$ cat src/hw/dcpc_pkg.sv
// Shared constants and types for the dual clock power control block
package dcpc_pkg;

	// ----------------------------------------
	// Clock mode register layout
	// ----------------------------------------
	localparam int CMR_W = 8;
	localparam logic [7:0] CMR_RESET = 8'h03;
	localparam int CMR_SLOW_LSB = 5;
	localparam int CMR_SLOW_W = 3;
	localparam int CMR_HLSEL_BIT = 0;

	// ----------------------------------------
	// RTC control register layout
	// ----------------------------------------
	localparam logic [7:0] RTCR_RESET = 8'h00;
	localparam int RTCR_QUICK_BIT = 4;

	// ----------------------------------------
	// Rates and dividers
	// ----------------------------------------
	localparam int MCLK_HZ = 50000000;
	localparam int RTC_HZ = 32768;
	localparam int LCD_DIV = 8;
	localparam int AUX_SYS_DIV = 4;
	localparam int SLOW_DIV_MIN = 2;
	localparam int SLOW_DIV_MAX = 64;
	localparam int QUICK_HINT_S = 2;
	localparam int DIV_W = 7;

	// Operating states
	typedef enum logic [2:0] {
		DCPC_NORMAL = 3'b000,
		DCPC_SLOW0 = 3'b001,
		DCPC_SLOW1 = 3'b010,
		DCPC_IDLE = 3'b011,
		DCPC_SLEEP = 3'b100
	} dcpc_mode_type;

	// Slow divider ratio: 2,4,...,64 from a 3-bit select, clamped at the top
	function automatic logic [DIV_W-1:0] dcpc_slow_ratio(input logic [2:0] sel);
		logic [DIV_W-1:0] r;
		r = 7'h02 << sel;
		if (sel > 3'h5) begin
			r = 7'h40;
		end
		return r;
	endfunction : dcpc_slow_ratio

endpackage : dcpc_pkg

$ cat src/hw/dcpc_edge_div.sv
// Enable-pulse divider: one output pulse per ratio input pulses
`timescale 1ns/10ps
`default_nettype none
module dcpc_edge_div
	import dcpc_pkg::*;
(
	input wire logic mclk_i,
	input wire logic reset_i,
	input wire logic en_i,
	input wire logic [DIV_W-1:0] ratio_i,
	output logic tick_o
);
	logic [DIV_W-1:0] cnt_r;

	// Counter restarts on reset so ratio changes take effect cleanly
	always_ff @(posedge mclk_i) begin
		if (reset_i) begin
			cnt_r <= 7'h00;
			tick_o <= 1'b0;
		end else begin
			tick_o <= 1'b0;
			if (en_i) begin
				if (cnt_r >= ratio_i - 7'h01) begin
					cnt_r <= 7'h00;
					tick_o <= 1'b1;
				end else begin
					cnt_r <= cnt_r + 7'h01;
				end
			end
		end
	end
endmodule : dcpc_edge_div
`default_nettype wire

$ cat src/hw/dcpc_sync.sv
// Two-flop synchroniser for pin-level inputs
`timescale 1ns/10ps
`default_nettype none
module dcpc_sync (
	input wire logic mclk_i,
	input wire logic reset_i,
	input wire logic d_i,
	output logic q_o
);
	logic meta_r;

	// First stage feeds only the second
	always_ff @(posedge mclk_i) begin
		if (reset_i) begin
			meta_r <= 1'b0;
			q_o <= 1'b0;
		end else begin
			meta_r <= d_i;
			q_o <= meta_r;
		end
	end
endmodule : dcpc_sync
`default_nettype wire

$ cat src/hw/dcpc_top.sv
// Clock enable generation and power mode sequencing
//
// What this block does
// - Power-down stops system clock; internal RC sub-clock runs in idle, in sleep only with cfg_sub_in_sleep_i
// - RTC oscillator ticks in every state
// - Configuration picks sub-clock source RTC or RC
// - Quick-start bit resets to zero
// - RTC clock unaffected by quick-start bit
// - External clock from pin; filter bypass option
// - Configuration picks crystal or RC main source
// - Slow divider select sets slow clock rate
// - LCD clock is sub-clock divided by eight
// - Auxiliary clock from sub-clock or system/4
// - Normal mode: system equals main clock
// - Slow mode 0: main stopped, sub-oscillator slow
// - Slow mode 1: main divided 2 to 64
// - Idle: CPU off, aux only from sub-clock
// - Sleep: all stop; sub and watchdog configurable
// - Stop instruction alone enters power-down; hold
// - State and registers retained across power-down
// - Watchdog cleared; runs on own oscillator, or in idle on aux when aux is from sub-clock
// - Power-down sets flag, clears time-out flag
// - High/low select picks system clock source
//
// All clocks are modelled as one-cycle enables on mclk_i.
// A pin must hold each level for two mclk_i cycles, or its edge may be lost.
`timescale 1ns/10ps
`default_nettype none
module dcpc_top
	import dcpc_pkg::*;
(
	input wire logic mclk_i,
	input wire logic reset_i,
	// Oscillator pins, already squared up
	input wire logic main_osc_input_i,
	input wire logic main_osc_rc_i,
	input wire logic rtc_crystal_in_i,
	input wire logic internal_rc_sub_osc_i,
	// Configuration options
	input wire logic cfg_main_ext_clk_i,
	input wire logic cfg_main_rc_i,
	input wire logic cfg_filter_bypass_i,
	input wire logic cfg_sub_rtc_i,
	input wire logic cfg_aux_from_sub_i,
	input wire logic cfg_wdt_own_osc_i,
	input wire logic cfg_wdt_enable_i,
	input wire logic cfg_sub_in_sleep_i,
	// Register writes from the core
	input wire logic cmr_we_i,
	input wire logic [7:0] cmr_wdata_i,
	input wire logic rtcr_we_i,
	input wire logic [7:0] rtcr_wdata_i,
	input wire logic lcd_clock_enable_i,
	input wire logic wdt_ctrl_enable_i,
	// Core events
	input wire logic stop_exec_i,
	input wire logic idle_req_i,
	input wire logic wake_i,
	input wire logic wdt_clear_i,
	input wire logic wdt_timeout_i,
	// Clock enables and status
	output logic main_clock_o,
	output logic sub_clock_o,
	output logic slow_clock_o,
	output logic system_clock_o,
	output logic auxiliary_clock_o,
	output logic lcd_clock_o,
	output logic watchdog_clock_o,
	output logic cpu_run_o,
	output logic main_osc_run_o,
	output logic main_osc_output_o,
	output logic hold_pc_o,
	output logic wdt_clear_o,
	output logic powerdown_flag_o,
	output logic watchdog_timeout_flag_o,
	output logic [7:0] clock_mode_reg_o,
	output logic [7:0] rtc_control_reg_o,
	output logic [2:0] mode_o
);

	// ----------------------------------------
	// Input synchronisers
	// ----------------------------------------
	logic xtal_s, rcm_s, rtc_s, irc_s;
	dcpc_sync u_sx (.mclk_i(mclk_i), .reset_i(reset_i), .d_i(main_osc_input_i), .q_o(xtal_s));
	dcpc_sync u_sr (.mclk_i(mclk_i), .reset_i(reset_i), .d_i(main_osc_rc_i), .q_o(rcm_s));
	dcpc_sync u_st (.mclk_i(mclk_i), .reset_i(reset_i), .d_i(rtc_crystal_in_i), .q_o(rtc_s));
	dcpc_sync u_si (.mclk_i(mclk_i), .reset_i(reset_i), .d_i(internal_rc_sub_osc_i), .q_o(irc_s));

	// ----------------------------------------
	// Registers
	// ----------------------------------------
	logic [7:0] cmr_r;
	logic [7:0] rtcr_r;
	dcpc_mode_type mode_r, mode_nxt;
	logic pdf_r, to_r;

	// Clock mode register; power-down leaves it untouched
	always_ff @(posedge mclk_i) begin
		if (reset_i) begin
			cmr_r <= CMR_RESET;
		end else if (cmr_we_i && cpu_run_o) begin
			cmr_r <= cmr_wdata_i;
		end
	end

	// RTC control register; quick-start only affects power, not the clock
	always_ff @(posedge mclk_i) begin
		if (reset_i) begin
			rtcr_r <= RTCR_RESET;
		end else if (rtcr_we_i && cpu_run_o) begin
			rtcr_r <= rtcr_wdata_i;
		end
	end

	// Fields of the two control registers
	logic hl_sel, quick_n;
	logic [2:0] slow_sel;
	assign hl_sel = cmr_r[CMR_HLSEL_BIT];
	assign slow_sel = cmr_r[CMR_SLOW_LSB +: CMR_SLOW_W];
	assign quick_n = rtcr_r[RTCR_QUICK_BIT];

	// ----------------------------------------
	// Source edge detection
	// ----------------------------------------
	logic main_lvl, main_d_r, sub_lvl, sub_d_r, filt_r;
	// Filter needs two high samples to pass a high, a single low sample passes a low; bypass with the external clock uses the raw synchronised level
	always_ff @(posedge mclk_i) begin
		if (reset_i) begin
			filt_r <= 1'b0;
		end else begin
			filt_r <= cfg_main_ext_clk_i ? xtal_s : (cfg_main_rc_i ? rcm_s : xtal_s);
		end
	end

	logic main_raw;
	assign main_raw = cfg_main_ext_clk_i ? xtal_s : (cfg_main_rc_i ? rcm_s : xtal_s);
	assign main_lvl = (cfg_main_ext_clk_i && cfg_filter_bypass_i) ? main_raw : (main_raw & filt_r);
	assign sub_lvl = cfg_sub_rtc_i ? rtc_s : irc_s;

	logic main_run;
	// Main oscillator stops in slow mode 0, idle and sleep
	assign main_run = (mode_r == DCPC_NORMAL) || (mode_r == DCPC_SLOW1);

	// Previous levels for rising-edge detection
	always_ff @(posedge mclk_i) begin
		if (reset_i) begin
			main_d_r <= 1'b0;
			sub_d_r <= 1'b0;
		end else begin
			main_d_r <= main_lvl;
			sub_d_r <= sub_lvl;
		end
	end

	logic main_tick, sub_tick, sub_run;
	// Sub-clock keeps running in power-down unless sleep config stops it
	assign sub_run = (mode_r != DCPC_SLEEP) || cfg_sub_in_sleep_i || cfg_sub_rtc_i;
	assign main_tick = main_run && main_lvl && !main_d_r;
	assign sub_tick = sub_run && sub_lvl && !sub_d_r;

	// ----------------------------------------
	// Dividers
	// ----------------------------------------
	logic slow1_tick, lcd_tick, sys4_tick, sys_tick;
	logic [DIV_W-1:0] ratio_slow;
	assign ratio_slow = dcpc_slow_ratio(slow_sel);
	// Restart of the slow divider; driven in the mode section below
	logic slow1_restart;

	// Main divided for slow mode 1
	dcpc_edge_div u_slow (
		.mclk_i(mclk_i),
		.reset_i(slow1_restart),
		.en_i(main_tick),
		.ratio_i(ratio_slow),
		.tick_o(slow1_tick)
	);

	// LCD clock from sub-clock
	dcpc_edge_div u_lcd (
		.mclk_i(mclk_i),
		.reset_i(reset_i),
		.en_i(sub_tick),
		.ratio_i(7'(LCD_DIV)),
		.tick_o(lcd_tick)
	);

	// System clock divided by four for the auxiliary path
	dcpc_edge_div u_sys4 (
		.mclk_i(mclk_i),
		.reset_i(reset_i),
		.en_i(sys_tick),
		.ratio_i(7'(AUX_SYS_DIV)),
		.tick_o(sys4_tick)
	);

	// ----------------------------------------
	// Mode sequencing
	// ----------------------------------------
	// Stop instruction is the only path into power-down; wake returns to the run mode
	dcpc_mode_type run_mode;
	// Low select with the top divider code means slow mode 0
	always_comb begin
		if (!hl_sel) begin
			run_mode = (slow_sel == 3'h7) ? DCPC_SLOW0 : DCPC_SLOW1;
		end else begin
			run_mode = DCPC_NORMAL;
		end
	end

	// Next mode; power-down is reached only from a run mode
	always_comb begin
		mode_nxt = mode_r;
		unique case (mode_r)
			DCPC_NORMAL, DCPC_SLOW0, DCPC_SLOW1: begin
				if (stop_exec_i) begin
					mode_nxt = idle_req_i ? DCPC_IDLE : DCPC_SLEEP;
				end else begin
					mode_nxt = run_mode;
				end
			end
			DCPC_IDLE, DCPC_SLEEP: begin
				if (wake_i) begin
					mode_nxt = run_mode;
				end
			end
			default: mode_nxt = DCPC_NORMAL;
		endcase
	end

	// Mode changes on a system clock boundary, on a stop instruction, or at once out of idle and sleep, to avoid runt pulses
	logic switch_ok;
	assign switch_ok = sys_tick || (mode_r == DCPC_IDLE) || (mode_r == DCPC_SLEEP) || stop_exec_i;

	// Entering slow mode 1 restarts its divider on the switching edge, so the
	// first slow period is a whole one rather than a leftover of the old count
	logic slow1_entry;
	assign slow1_entry = switch_ok && (mode_nxt == DCPC_SLOW1) && (mode_r != DCPC_SLOW1);
	assign slow1_restart = reset_i || slow1_entry;

	always_ff @(posedge mclk_i) begin
		if (reset_i) begin
			mode_r <= DCPC_NORMAL;
		end else if (switch_ok) begin
			mode_r <= mode_nxt;
		end
	end

	// ----------------------------------------
	// System clock selection
	// ----------------------------------------
	// Sys tick comes from exactly one source; a whole pulse or none, never a part
	always_comb begin
		unique case (mode_r)
			DCPC_NORMAL: sys_tick = main_tick;
			DCPC_SLOW0: sys_tick = sub_tick;
			DCPC_SLOW1: sys_tick = slow1_tick;
			default: sys_tick = 1'b0;
		endcase
	end

	logic slow_tick;
	assign slow_tick = (mode_r == DCPC_SLOW0) ? sub_tick : ((mode_r == DCPC_IDLE || mode_r == DCPC_SLEEP) ? 1'b0 : slow1_tick);

	logic aux_tick, aux_run, lcd_run, wdt_src, wdt_run;
	// Aux from system/4 dies with the system clock; sleep stops it outright
	assign aux_run = (mode_r != DCPC_SLEEP);
	assign aux_tick = aux_run && (cfg_aux_from_sub_i ? sub_tick : sys4_tick);
	assign lcd_run = lcd_clock_enable_i && (mode_r != DCPC_SLEEP);
	assign wdt_run = cfg_wdt_enable_i && wdt_ctrl_enable_i;
	// Watchdog on its own oscillator counts sub-clock ticks; otherwise it follows the aux clock
	assign wdt_src = cfg_wdt_own_osc_i ? sub_tick : aux_tick;

	// ----------------------------------------
	// Registered outputs
	// ----------------------------------------
	always_ff @(posedge mclk_i) begin
		if (reset_i) begin
			main_clock_o <= 1'b0;
			sub_clock_o <= 1'b0;
			slow_clock_o <= 1'b0;
			system_clock_o <= 1'b0;
			auxiliary_clock_o <= 1'b0;
			lcd_clock_o <= 1'b0;
			watchdog_clock_o <= 1'b0;
		end else begin
			main_clock_o <= main_tick;
			sub_clock_o <= sub_tick;
			slow_clock_o <= slow_tick;
			system_clock_o <= sys_tick;
			auxiliary_clock_o <= aux_tick;
			lcd_clock_o <= lcd_tick && lcd_run;
			watchdog_clock_o <= wdt_src && wdt_run;
		end
	end

	// Status and control outputs
	always_ff @(posedge mclk_i) begin
		if (reset_i) begin
			cpu_run_o <= 1'b1;
			main_osc_run_o <= 1'b1;
			main_osc_output_o <= 1'b0;
			hold_pc_o <= 1'b0;
			clock_mode_reg_o <= CMR_RESET;
			rtc_control_reg_o <= RTCR_RESET;
			mode_o <= DCPC_NORMAL;
		end else begin
			cpu_run_o <= !(mode_nxt == DCPC_IDLE || mode_nxt == DCPC_SLEEP) && !stop_exec_i;
			main_osc_run_o <= main_run && !stop_exec_i;
			main_osc_output_o <= main_lvl && main_run && !cfg_main_ext_clk_i;
			hold_pc_o <= (mode_nxt == DCPC_IDLE || mode_nxt == DCPC_SLEEP);
			clock_mode_reg_o <= cmr_r;
			rtc_control_reg_o <= {rtcr_r[7:5], quick_n, rtcr_r[3:0]};
			mode_o <= mode_r;
		end
	end

	// Power-down and time-out flags; entry wins over other updates
	always_ff @(posedge mclk_i) begin
		if (reset_i) begin
			pdf_r <= 1'b0;
			to_r <= 1'b0;
			wdt_clear_o <= 1'b0;
		end else begin
			wdt_clear_o <= stop_exec_i || wdt_clear_i;
			if (stop_exec_i && cpu_run_o) begin
				pdf_r <= 1'b1;
				to_r <= 1'b0;
			end else if (wdt_timeout_i) begin
				to_r <= 1'b1;
			end else if (wdt_clear_i) begin
				pdf_r <= 1'b0;
				to_r <= 1'b0;
			end
		end
	end

	assign powerdown_flag_o = pdf_r;
	assign watchdog_timeout_flag_o = to_r;

endmodule : dcpc_top
`default_nettype wire

$ cat config.mk
export PLATFORM = sky130hd
export DESIGN_NAME = dcpc_top
export DESIGN_NICKNAME = d
export VERILOG_FILES = /design/src/hw/dcpc_pkg.sv /design/src/hw/dcpc_edge_div.sv /design/src/hw/dcpc_sync.sv /design/src/hw/dcpc_top.sv
export SDC_FILE = /design/constraint.sdc
export NUM_CORES = 1
export LEC_CHECK = 0
export BUFFER_PORTS_ARGS = -buffer_cell sky130_fd_sc_hd__buf_4
export CORE_ASPECT_RATIO = 0.5
export CORE_MARGIN = 3
export CORE_UTILIZATION = 58
export DETAILED_ROUTE_END_ITERATION = 6
export GPL_TIMING_DRIVEN = 1
export PLACE_DENSITY_LB_ADDON = 0.12
export SYNTH_ARGS = -nofsm -noshare
export SYNTH_HDL_FRONTEND = slang
export SYNTH_SLANG_ARGS = --single-unit
$ cat constraint.sdc
create_clock -name mclk_i -period 5 [get_ports mclk_i]
set_input_delay 0 -clock mclk_i [delete_from_list [all_inputs] [get_ports mclk_i]]
set_output_delay 0 -clock mclk_i [all_outputs]
set_load 0.02 [all_outputs]
==> run metrics <==
status=complete, no violations; Hold WC Path Type=input port to register; Max Fanout on Critical Path=8; die height=60.3 µm; Antenna Cells=0; synth warn=0; max_slew headroom=0.283; CP Launch Type=register; Lkg Pwr=slightly above 0.002 µW; R2R depth=11; asr flop ratio synth=0; largest net degree at the start of global routing=74; Final Hold Vio Count=0; Yosys cell types=between 50 and 60; Worst Path Required=between 5000 and 6000 ps; Starting Density=0.612; clock tree from TritonCTS=yes; boundary pin count=72; Die Width=~110 µm; first-pass GRT wire length=roughly 14,000 µm; DR vias/cell=~5.6; wire length per cell=16.0 µm; Synth Instances=between 300 and 400; total negative slack=0 ps; grt ovf=0; post-synth net total=approximately 420; number of global-route vias before repair=a little under 3,000; Core Region=~5600 µm²; Syn-to-layout area delta=38.1%; I/O Buffers=just over 70; clock sink count=87; final count of negative-setup-slack endpoints=0; Layout Nets=just over 500; Final min period=about 2700 ps; r2r setup slk=between 2000 and 2500 ps; Longest Clk Path Bufs=2; fin. max-slew vios=0; fin crit share=0.538; FILL cells=~320; drt first pass iters=7; DR iter-0 viols=190; Num CTS Buffers=9; DP Area=3970 µm²; layout cell share with drive strength beyond 1=0.203; dominant cell type by area after synthesis=dfxtp_1; Residual DRC=0; routed wire length=8720 µm; synthesized area=~3400 µm²; VDD IR max=roughly 0.32 mV; CP arrival=~2900 ps; antenna-violating nets left=0; Fmax=between 0.3 and 0.4 GHz; max cap viols=0; final clock skew=roughly 5.5 ps; Hold Path Cell Cnt=3; Synth Register Bits=87; WS Path Type=register to register; Worst-path clk slew=about 60 ps; ys flop type=dfxtp_1; GR Util All Layers=0.264; Post-synth EDFFs=0; most common cell after layout, fill and taps aside=dfxtp_1; Core Rows=19; register area share after synthesis=0.510; syn avg cell area=between 9 and 10 µm²; Power Density=between 300 and 400 nW/µm²; CTS root buffer=clkbuf_16; gp weighted congestion=0.827; Clock Latency Late Sink=340 ps; unrepaired setup endpoints after global routing=no; Finished Cell Area=between 4000 and 5000 µm²; CTS H-Tree Depth=3; die area=slightly below 7000 µm²; most frequent cells in the layout=dfxtp_1, buf_4, dlygate4sd3_1; post-synth top area share=0.510; post-DP HPWL=5010 µm; Slew @ Worst Pin=~1000 ps; CP Capture Type=register; initial antenna violation count=0; Setup Buffers After CTS=0; via count=3,065; synth top area cells=dfxtp_1, nor2b_1, a21oi_1
==> Yosys cell counts (2+ instances only) <==
master / instances
a211oi_1: 3
a21boi_0: 2
a21o_1: 4
a21oi_1: 29
a31o_2: 2
a31oi_1: 5
a41oi_1: 2
and2_1: 2
and3_1: 3
and4_1: 3
buf_1: 3
clkbuf_1: 15
dfxtp_1: 87
ha_1: 10
inv_1: 11
mux2i_1: 7
nand2_1: 33
nand2b_1: 4
nand3_1: 14
nand3b_1: 4
nand4_1: 4
nor2_1: 25
nor2b_1: 24
nor3_1: 16
nor3b_1: 5
nor4b_1: 3
o211a_1: 2
o21ai_0: 9
o21bai_1: 3
or2_2: 4
or4_1: 3
xnor2_1: 7
xor2_1: 2
==> cells by family after synthesis <==
family / after synthesis / synth area share
AOI/OAI and AO/OA: 72 / 0.137
xor gates and xnor gates: 9 / 0.0231
adders and majority gates: 10 / 0.0366
buffers and inverters: 30 / 0.0333
DFF: 87 / 0.510
muxes: 7 / 0.0205
other: 1 / 0.00110
and+or+nand+nor: 153 / 0.239
==> critical path, stage by stage, from the launching register on <==
cell      delay, ps
dfxtp_1         370
or3_1           420
ha_1            270
nor3_1          180
a21o_1          110
a21oi_1          60
ha_1            280
o21a_1          100
o21ai_0         160
nand2b_1        100
a31o_2          310
nor3_1          220
==> flip-flops by register name, indices dropped and copies added, names as in the netlist, 3 cells and up <==
| signal | count |
|---|---|
| cmr_r | 8 |
| u_slow.cnt_r | 7 |
| mode_o | 3 |
| rtc_control_reg_o | 8 |
| u_lcd.cnt_r | 7 |
| mode_r | 3 |
| rtcr_r | 8 |
| clock_mode_reg_o | 8 |
| u_sys4.cnt_r | 7 |
==> metal layers <==
layer  GRT usage  vias to the layer above  share of wire
met5           0                        -              0
met4       0.125                        0          0.025
met3      0.0768                       21          0.061
met2       0.472                      109           0.50
met1       0.296                     1441           0.41
li1            -                     1494              -
==> cell type report <==
| class | count | area [µm²] | share of cell area |
|---|---|---|---|
| Multi-Input combinational cell | 252 | 1560 | 0.331 |
| Clock inverter | 6 | 155 | 0.0329 |
| Inverter | 11 | 41.3 | 0.00875 |
| Tap cell | 73 | 91.3 | 0.0194 |
| Sequential cell | 87 | 1740 | 0.369 |
| Clock buffer | 10 | 239 | 0.0506 |
| Timing Repair Buffer | 107 | 888 | 0.188 |
==> stage by stage <==
stage,worst slack [ps],hold WS [ps],std cells,util,power (µW)
6_report,2310,8.07,546,0.845,1800
5_1_grt,2030,11.7,546,0.845,1860
4_1_cts,2330,6.21,545,0.844,1800
3_5_place_dp,2340,214,494,0.711,918
3_3_place_gp,2590,209,494,0.711,909
2_1_floorplan,2660,118,369,-,855
==> where the power goes <==
group / switching [µW] / total [µW] / internal, µW / leakage, µW
clock: 265 / 867 / 602 / 0.000193
sequential: 21.5 / 742 / 720 / 0.000710
combinational: 97.0 / 190 / 92.6 / 0.00113
total: 384 / 1800 / 1410 / 0.00204
==> what timing repair did <==
item | in CTS | in global routing
endpoints found under the hold margin | 29 | 0
hold buffers | 35 | 0
gates resized for setup | 0 | 0
==> path summary, 6_finish.rpt <==
path | start | to
min reg2reg | u_st.meta_r$_SDFF_PP0_ | u_st.q_o$_SDFF_PP0_
min | rtcr_we_i | rtcr_r[6]$_SDFFE_PP0P_
max | cmr_r[5]$_SDFFE_PP0P_ | u_slow.cnt_r[3]$_SDFFE_PP0N_
max reg2reg | cmr_r[5]$_SDFFE_PP0P_ | u_slow.cnt_r[3]$_SDFFE_PP0N_
Power figures use the tool's default switching activity.
